--- src/spi_fault_params.svh ---
/*
  Register offsets, field positions, reset values and widths of the serial port.
  Assumes inclusion by bare name from the design module and the bench.
*/
`ifndef SPI_FAULT_PARAMS_SVH
`define SPI_FAULT_PARAMS_SVH

// Register offsets on the 3-bit register port
`define OFS_CTRL1 3'h0
`define OFS_CTRL2 3'h1
`define OFS_BAUD 3'h2
`define OFS_STATUS 3'h3
`define OFS_DATA 3'h5

// First control register fields
`define C1_ENABLE 6
`define C1_MASTER 4

// Second control register fields
`define C2_FAULT_EN 4
`define C2_BIDIR_OE 3
`define C2_STOP_WAIT 1
`define C2_BIDIR 0

// Status register fields
`define ST_XFER_DONE 7
`define ST_TX_EMPTY 5
`define ST_MODE_FAULT 4

// Reset values
`define RST_TX_EMPTY 1'h1
`define RST_DATA 8'h00

// Frame geometry
`define LAST_BIT 3'h7

`endif

--- src/spi_fault_pkg.sv ---
/*
  Types of the serial port: register request, pin groups, transfer state and
  the module's whole state record.
  Assumes the offsets and fields come from spi_fault_params.svh.
*/
package spi_fault_pkg;

  typedef struct packed {
    logic [2:0] addr;
    logic [7:0] wrData;
    logic wr;
    logic rd;
  } reg_req_t;

  typedef struct packed {
    logic sck;
    logic mosi;
    logic miso;
  } spi_pins_t;

  typedef enum logic [1:0] {XFER_IDLE, XFER_RUN} xfer_state_t;

  typedef struct packed {
    logic [1:0] sckSync;
    logic [1:0] mosiSync;
    logic [1:0] misoSync;
    logic [1:0] ssSync;
    logic sckPrev;
    logic ssPrev;
    logic lpPrev;
    logic en;
    logic master;
    logic fden;
    logic bidir;
    logic bidirOe;
    logic swai;
    logic [7:0] baud;
    logic mode_fault_flag;
    logic transfer_complete_flag;
    logic transmit_empty_flag;
    logic modfSeen;
    logic spifSeen;
    logic sptefSeen;
    logic [7:0] txBuf;
    logic txFull;
    logic [7:0] shift;
    logic [7:0] rxData;
    logic inBit;
    logic [2:0] bitCnt;
    xfer_state_t xfer;
    logic phase;
    logic [7:0] divCnt;
    logic sckOut;
    logic pendCopy;
    logic [7:0] rdData;
  } state_t;

endpackage

--- src/spi_fault_core.sv ---
/*
  Serial port core with mode-fault handling, low-power behaviour and the
  combined request output. Fixed 8-bit frames, clock idle low, sample on
  the rising edge, MSB first.
  Assumes a 250 MHz clock, a one-cycle register port and pins from outside
  the clock domain (synchronised here); waitMode and stopMode come from
  logic on the same clock.
*/
// Strobed register access and the register offsets were chosen for this implementation.
`include "spi_fault_params.svh"

module spi_fault_core (
  // Clock and reset
  input wire logic clock,
  input wire logic rstn,
  // Register port
  input wire spi_fault_pkg::reg_req_t req,
  output logic [7:0] rdData,
  // System power state
  input wire logic waitMode,
  input wire logic stopMode,
  // Serial pins
  input wire spi_fault_pkg::spi_pins_t pinIn,
  input wire logic ssIn,
  output spi_fault_pkg::spi_pins_t pinOut,
  output spi_fault_pkg::spi_pins_t pinOe,
  // Request
  output logic irq
);

  logic [1:0] rstSync_r;
  logic rstnInt;
  spi_fault_pkg::state_t s_r;
  spi_fault_pkg::state_t s_nxt;
  logic ssS;
  logic sckS;
  logic dataInS;
  logic lp;
  logic faultNow;
  logic sckRise;
  logic sckFall;

  function automatic logic [7:0] shiftIn(input logic [7:0] v, input logic b);
    shiftIn = {v[6:0], b};
  endfunction

  // Reset release is synchronised; assertion stays asynchronous
  always_ff @(posedge clock or negedge rstn) begin
    if (!rstn) begin
      rstSync_r <= 2'h0;
    end else begin
      rstSync_r <= {rstSync_r[0], 1'h1};
    end
  end
  assign rstnInt = rstSync_r[1];

  assign ssS = s_r.ssSync[1];
  assign sckS = s_r.sckSync[1];
  assign sckRise = sckS && !s_r.sckPrev;
  assign sckFall = !sckS && s_r.sckPrev;
  // Shared data pin in bidirectional mode, else the usual direction
  assign dataInS = (s_r.master == s_r.bidir) ? s_r.mosiSync[1] : s_r.misoSync[1];
  assign lp = (waitMode && s_r.swai) || stopMode;
  assign faultNow = s_r.en && s_r.master && s_r.fden && !ssS;

  always_comb begin
    s_nxt = s_r;
    s_nxt.sckSync = {s_r.sckSync[0], pinIn.sck};
    s_nxt.mosiSync = {s_r.mosiSync[0], pinIn.mosi};
    s_nxt.misoSync = {s_r.misoSync[0], pinIn.miso};
    s_nxt.ssSync = {s_r.ssSync[0], ssIn};
    s_nxt.sckPrev = sckS;
    s_nxt.ssPrev = ssS;
    s_nxt.lpPrev = lp;
    s_nxt.rdData = 8'h00;

    // registers answer even while the core is gated
    if (req.rd) begin
      case (req.addr)
        `OFS_CTRL1: begin
          s_nxt.rdData[`C1_ENABLE] = s_r.en;
          s_nxt.rdData[`C1_MASTER] = s_r.master;
        end
        `OFS_CTRL2: begin
          s_nxt.rdData[`C2_FAULT_EN] = s_r.fden;
          s_nxt.rdData[`C2_BIDIR_OE] = s_r.bidirOe;
          s_nxt.rdData[`C2_STOP_WAIT] = s_r.swai;
          s_nxt.rdData[`C2_BIDIR] = s_r.bidir;
        end
        `OFS_BAUD: s_nxt.rdData = s_r.baud;
        `OFS_STATUS: begin
          s_nxt.rdData[`ST_XFER_DONE] = s_r.transfer_complete_flag;
          s_nxt.rdData[`ST_TX_EMPTY] = s_r.transmit_empty_flag;
          s_nxt.rdData[`ST_MODE_FAULT] = s_r.mode_fault_flag;
          s_nxt.modfSeen = s_r.modfSeen || s_r.mode_fault_flag;
          s_nxt.spifSeen = s_r.spifSeen || s_r.transfer_complete_flag;
          s_nxt.sptefSeen = s_r.sptefSeen || s_r.transmit_empty_flag;
        end
        `OFS_DATA: begin
          s_nxt.rdData = s_r.rxData;
          // serviced by status read then data read
          if (s_r.spifSeen) begin
            s_nxt.transfer_complete_flag = 1'h0;
            s_nxt.spifSeen = 1'h0;
          end
        end
        default: s_nxt.rdData = 8'h00;
      endcase
    end

    if (req.wr) begin
      case (req.addr)
        `OFS_CTRL1: begin
          s_nxt.en = req.wrData[`C1_ENABLE];
          s_nxt.master = req.wrData[`C1_MASTER];
          // clear only after a status read saw the flag
          if (s_r.modfSeen) begin
            s_nxt.mode_fault_flag = 1'h0;
          end
          s_nxt.modfSeen = 1'h0;
        end
        `OFS_CTRL2: begin
          s_nxt.fden = req.wrData[`C2_FAULT_EN];
          s_nxt.bidirOe = req.wrData[`C2_BIDIR_OE];
          s_nxt.swai = req.wrData[`C2_STOP_WAIT];
          s_nxt.bidir = req.wrData[`C2_BIDIR];
        end
        `OFS_BAUD: s_nxt.baud = req.wrData;
        `OFS_DATA: begin
          // serviced by status read then data write
          if (s_r.sptefSeen) begin
            s_nxt.txBuf = req.wrData;
            s_nxt.txFull = 1'h1;
            s_nxt.transmit_empty_flag = 1'h0;
            s_nxt.sptefSeen = 1'h0;
          end
        end
        default: s_nxt.txFull = s_nxt.txFull;
      endcase
    end

    if (!s_r.en) begin
      s_nxt.xfer = spi_fault_pkg::XFER_IDLE;
      s_nxt.phase = 1'h0;
      s_nxt.sckOut = 1'h0;
      s_nxt.bitCnt = 3'h0;
      s_nxt.divCnt = 8'h00;
      s_nxt.pendCopy = 1'h0;
    end else if (faultNow) begin
      // flag set; hardware set beats a same-cycle clear
      s_nxt.mode_fault_flag = 1'h1;
      // back to slave with output buffers released
      s_nxt.master = 1'h0;
      // shared master data pin stops driving
      if (s_r.bidir) begin
        s_nxt.bidirOe = 1'h0;
      end
      s_nxt.xfer = spi_fault_pkg::XFER_IDLE;
      s_nxt.phase = 1'h0;
      s_nxt.sckOut = 1'h0;
      s_nxt.bitCnt = 3'h0;
      s_nxt.divCnt = 8'h00;
      s_nxt.pendCopy = 1'h0;
    end else if (s_r.master) begin
      // select pin unused when fault detect is off
      if (s_r.xfer == spi_fault_pkg::XFER_IDLE) begin
        if (s_r.txFull && !lp) begin
          s_nxt.shift = s_r.txBuf;
          s_nxt.txFull = 1'h0;
          s_nxt.transmit_empty_flag = 1'h1;
          s_nxt.xfer = spi_fault_pkg::XFER_RUN;
          s_nxt.divCnt = 8'h00;
          s_nxt.phase = 1'h0;
          s_nxt.bitCnt = 3'h0;
        end
      end else if (!lp) begin
        // divider and shifter only advance outside low power
        if (s_r.divCnt == s_r.baud) begin
          s_nxt.divCnt = 8'h00;
          s_nxt.phase = !s_r.phase;
          if (!s_r.phase) begin
            s_nxt.sckOut = 1'h1;
            s_nxt.inBit = dataInS;
          end else begin
            s_nxt.sckOut = 1'h0;
            s_nxt.shift = shiftIn(s_r.shift, s_r.inBit);
            s_nxt.bitCnt = s_r.bitCnt + 3'h1;
            if (s_r.bitCnt == `LAST_BIT) begin
              s_nxt.rxData = shiftIn(s_r.shift, s_r.inBit);
              s_nxt.transfer_complete_flag = 1'h1;
              s_nxt.xfer = spi_fault_pkg::XFER_IDLE;
            end
          end
        end else begin
          s_nxt.divCnt = s_r.divCnt + 8'h01;
        end
      end
    end else begin
      // slave treats select only as a select
      if (ssS) begin
        s_nxt.bitCnt = 3'h0;
        s_nxt.xfer = spi_fault_pkg::XFER_IDLE;
      end else begin
        if (s_r.ssPrev) begin
          s_nxt.xfer = spi_fault_pkg::XFER_RUN;
          // Without a new byte the last one received goes back out
          if (s_r.txFull) begin
            s_nxt.shift = s_r.txBuf;
            s_nxt.txFull = 1'h0;
            s_nxt.transmit_empty_flag = 1'h1;
          end
        end
        // shifting follows the external clock in any power state
        if (sckRise) begin
          s_nxt.inBit = dataInS;
        end
        if (sckFall) begin
          s_nxt.shift = shiftIn(s_r.shift, s_r.inBit);
          s_nxt.bitCnt = s_r.bitCnt + 3'h1;
          if (s_r.bitCnt == `LAST_BIT) begin
            // held back while in low power
            if (lp) begin
              s_nxt.pendCopy = 1'h1;
            end else begin
              s_nxt.rxData = shiftIn(s_r.shift, s_r.inBit);
              s_nxt.transfer_complete_flag = 1'h1;
            end
          end
        end
      end
      // a byte still pending at entry is lost
      if (lp && !s_r.lpPrev) begin
        s_nxt.pendCopy = 1'h0;
      end
      // a byte completed after low-power entry is delivered at exit
      if (!lp && s_r.pendCopy) begin
        s_nxt.pendCopy = 1'h0;
        s_nxt.rxData = s_r.shift;
        s_nxt.transfer_complete_flag = 1'h1;
      end
    end
  end

  always_ff @(posedge clock or negedge rstnInt) begin
    if (!rstnInt) begin
      s_r <= '0;
      s_r.transmit_empty_flag <= `RST_TX_EMPTY;
      s_r.rxData <= `RST_DATA;
    end else begin
      s_r <= s_nxt;
    end
  end

  assign rdData = s_r.rdData;
  assign pinOut.sck = s_r.sckOut;
  assign pinOut.mosi = s_r.shift[7];
  assign pinOut.miso = s_r.shift[7];
  // nothing drives while a fault is flagged
  assign pinOe.sck = s_r.en && s_r.master && !s_r.mode_fault_flag;
  assign pinOe.mosi = s_r.en && s_r.master && !s_r.mode_fault_flag && (!s_r.bidir || s_r.bidirOe);
  assign pinOe.miso = s_r.en && !s_r.master && !s_r.mode_fault_flag && !ssS &&
                      (!s_r.bidir || s_r.bidirOe);
  // one request from three flags, only when enabled
  assign irq = s_r.en && (s_r.mode_fault_flag || s_r.transfer_complete_flag || s_r.transmit_empty_flag);
endmodule

--- config.mk ---
export PLATFORM = sky130hd
export DESIGN_NAME = spi_fault_core
export DESIGN_NICKNAME = d
export VERILOG_FILES = /design/src/spi_fault_pkg.sv /design/src/spi_fault_core.sv
export VERILOG_INCLUDE_DIRS = /design/src
export SDC_FILE = /design/constraint.sdc
export NUM_CORES = 1
export LEC_CHECK = 0
export BUFFER_PORTS_ARGS = -buffer_cell sky130_fd_sc_hd__buf_2
export CAP_MARGIN = 20
export CELL_PAD_IN_SITES_DETAIL_PLACEMENT = 1
export CELL_PAD_IN_SITES_GLOBAL_PLACEMENT = 1
export CORE_UTILIZATION = 27
export CTS_CLUSTER_DIAMETER = 200
export DETAILED_ROUTE_END_ITERATION = 7
export PLACE_DENSITY_LB_ADDON = 0.1
export SYNTH_ARGS = -nofsm -noshare
export SYNTH_HDL_FRONTEND = slang
export SYNTH_SLANG_ARGS = --single-unit
--- constraint.sdc ---
create_clock -name clock -period 2.95 [get_ports clock]
set_input_delay 0.59 -clock clock [delete_from_list [all_inputs] [get_ports clock]]
set_output_delay 0.59 -clock clock [all_outputs]
set_load 0.005 [all_outputs]
== Word level (Yosys, flattened, before mapping) ==
Index checks and enable logic that the tools add are counted.
Word-level totals
  flip-flop bits (word level): 83
  output and inout bits: 15
  word-level logic and storage cells: 223
Operators by class
  $add $sub $neg: 2
  equal/unequal tests: 39
  multiplexer cells: 94
  bitwise operators: 1
  reduce and logical (&&, ||, !) cells: 54
Operators by type and width (count)
  16-bit 2-to-1 mux: 4
  8-bit 2-to-1 mux: 8
  18-bit 2-to-1 mux: 3
  23-bit 2-to-1 mux: 2
  1-bit 2-to-1 mux: 45
  9-bit 2-to-1 mux: 5
  14-bit 2-to-1 mux: 3
  32-bit 2-to-1 mux: 1
  10-bit 2-to-1 mux: 3
  5-bit by 2-bit inequality test with 1-bit output (second input constant): 5
  3-bit by 2-bit inequality test with 1-bit output (second input constant): 7
  1-bit logical AND: 16
  5-bit by 1-bit inequality test with 1-bit output (second input constant): 3
  2-bit 2-to-1 mux: 6
  1-bit one-hot mux with 3 select lines: 4
  11-bit AND reduction: 1
  5-bit 2-to-1 mux: 2
  2-bit inequality test (second input constant): 5
  5-bit by 3-bit inequality test with 1-bit output (second input constant): 2
  5-bit AND reduction: 2
  1-bit zero test: 9
  3-bit 2-to-1 mux: 3
  9-bit AND reduction: 1
  3-bit nonzero test: 3
  other kinds (28): 47

== Longest topological paths before layout ==
  depth after elaboration: 14
  depth in mapped cells: 8
  mapped depth without buffers: 6

== Least setup slack after synthesis ==
Ideal clock, no wire load.
  kind: input -> register
  start point: input req[11] (netlist name)
  end point: register s_r[42] (netlist name)
  setup time: 125 ps
  arrival: 1987 ps
  data required time: 2825 ps
  setup slack: 838 ps
  stages: 7
  path buffers: 3
  path through: clkbuf_2 > nor2b_1 > and2_1 > buf_2 > and3_1 > buf_2 > mux2_2
Between the ends
  word-level cells in the longest chain between the ends: 2
RTL lines
  start, declared: line spi_fault_core.sv:17  | input wire spi_fault_pkg::reg_req_t req,
  3-bit equality test: line spi_fault_core.sv:112  | case (req.addr)
  3-bit AND reduction (no line)
  end signal, assigned: line spi_fault_core.sv:250  | s_r <= s_nxt;
  end, declared: line spi_fault_core.sv:33  | spi_fault_pkg::state_t s_r;
Every way passes these cells.
A chain may end at the register's enable or synchronous reset.

==> metrics.txt <==
IO Count=36; VDD IR-drop max=0.301 mV; Crit. End Element=output pin; setup repair bufs after CTS=0; Max Cap Viol=0; final worst-path cycle share=77.8%; Routed WL=10.7 mm; Seq/Total Area, Yosys=50.3%; nets=406; Yosys warnings=0; final cell count without fillers=571; Post-DP HPWL=7.92 mm; critical-path cell list=nor2_1, and3_1, buf_2; # rows=44; Area after DPL=0.00440 mm2; antenna fix cells=0; top-area cell type share of the netlist area=49.6%; number of synthesized flops with an enable pin=0; die area=0.0156 mm2; post-route minimum period=2.29 ns; Final Skew=0.00850 ns; Setup-failing EPs final=0; CP startpoint kind=flop; remaining antenna violation count after routing=0; drc violations=5; dominant cell by count in the synthesized netlist=dfrtp_1; Hold-fix buffers, CTS=0; largest net degree at the start of global routing=52; initial antenna violation count=0; area grow syn2layout=15.4%; setup TNS=0 ns; ys flop type=dfrtp_1; most frequent cells after synthesis=dfrtp_1, mux2_2, a22o_1; Post-Syn Area per Cell=11.6 um2; Max Fclk=0.436 GHz; CTS sink cnt=82; CTS max path bufs=2; Final Hold Fails=0; layout cells sized above 1=32.6%; Core Footprint=0.0146 mm2; global-route wire length before repair=17.4 mm; post-synth top area cell=dfrtp_1; type of the worst min-delay path=in -> async; placed cells=555; failing checks=design-rule violations; die width=125 um; cells after synthesis=352; H-tree depth=3; PortBufs=35; Crit path required time=2.36 ns; number of CTS-inserted buffers=9; crit path max fanout=11; Tightest Pin Transition=0.819 ns; starting density of the core=27.9%; Cell Pwr Density=741 mW/mm2; Avg WL per Cell=18.8 um; worst rel slew slack=45.0%; clk slew on worst S/H paths=0.07 ns; DR pass1 iterations=8; total gr overflow=0; vias per std cell=4.88; Worst Path Buf+Inv=1; Worst path slowest cell=dfrtp_1; PostCTS Resize Cnt=0; Hold Slack=0.0189 ns; Cell Area, Synth=0.00408 mm2; Die Ht=125 um; status=finished, violations left; Fill cells=1614; fin. max-slew vios=0; ys async rst share=100%; routed via count=2784; later-pin clock latency in the skew report=0.35 ns; register bit total from synthesis=82; CP top delay family=simple AND/OR/NAND/NOR gates; RSZ-0062 raised after global routing=no; Detailed Route Iter0 Violations=112; WS Path Type=reg -> out; vias in the first global route=2935; Mapped Nets=376; Leak=0.00220 uW; design area=0.00471 mm2; CTS root buf=clkbuf_16; Arr. time, crit path=1.70 ns; Routability Congestion=0.818; CP max stage delay=0.52 ns; Total GRT Usage=14.8%; Worst R2R Setup Slack=0.69 ns; CTS tree=done; Cell variety after synth=56; main area contributors after synthesis=dfrtp_1, mux2_2, a22o_1
[final cells by class]
type,instances,area (um2),share of cell area [%]
inverters,5,18.8,0.398
repair buffers,45,250,5.31
clock buffers,10,239,5.07
multi-input cells,239,1840,39.1
well taps,184,230,4.89
flip-flops and latches,82,2060,43.7
clock inverters,6,72.6,1.54
[state kept, by name (all words and copies together), names as in the netlist]
signal and cells:
pinOut 2, rdData 8, rstSync_r 2, s_nxt 6, s_r 64
[final timing paths]
kind,cells past startpoint,end,from
setup / recovery,3,pinOe[0],s_r[68]$_DFF_PN0_
hold / removal,1,rstSync_r[1]$_DFF_PN0_,rstn
setup reg to reg,6,s_r[30]$_DFFE_PN0P_,s_r[10]$_DFFE_PN0P_
hold reg to reg,0,s_nxt[72]$_DFF_PN0_,s_nxt[80]$_DFF_PN0_
max in group asynchronous,1,rdData[7]$_DFF_PN0_,rstSync_r[1]$_DFF_PN0_
min in group clock,0,s_nxt[72]$_DFF_PN0_,s_nxt[80]$_DFF_PN0_
[kinds of logic (layout without fill, tap and decap cells)]
group	Yosys count	count (layout)	share of synthesized area (%)
fa+ha+maj	3	3	0.919
mux	48	48	13.8
buf+inv	31	66	4.57
xor+xnor	8	8	1.72
compound gates	84	84	15.1
simple gates	95	95	13.5
flops	82	82	50.3
other cells	1	1	0.0919
[worst reg2reg max path, cell delays in order (launching register included)]
cell and delay, ns:
dfrtp_1 0.44, xor2_1 0.19, nor4_4 0.43, nand4_2 0.23, o31a_1 0.35, buf_4 0.19, mux2_4 0.31
[layout by cell type, fill, tap and decap left out, drive strengths merged, types with 10 or more instances in the layout]
master  Yosys  routed
a21oi      13      13
a22o       25      25
buf        16      45
clkbuf     10      10
dfrtp      81      81
mux2       41      41
nand2      16      16
nor2       18      18
nor2b      15      15
o21ai      18      18
[metrics by stage]
step	utilization, %	worst slack (ns)	total power [uW]
6_report	32.2	0.655	3490
5_1_grt	32.2	0.480	3680
4_1_cts	32.2	0.608	3550
3_5_place_dp	30.0	0.308	2330
3_3_place_gp	30.0	0.429	2320
2_1_floorplan	-	0.499	2070
[report_power, final]
| group | switching [uW] | internal (uW) | leakage (uW) |
|---|---|---|---|
| registers | 241 | 1320 | 0.00105 |
| logic | 386 | 353 | 0.000993 |
| clock network | 500 | 688 | 0.000150 |
| total | 1130 | 2370 | 0.00220 |
[per-layer routing]
metal  GRT usage, %  up-vias  part of all wire [%]
met2           22.7       38                    46
met1           20.4     1406                    49
met3           3.98       12                   2.9
li1               -     1328                     -
met5              0        -                     0
met4           4.38        0                   1.6
Note: power is estimated with default switching activity, not from simulation.
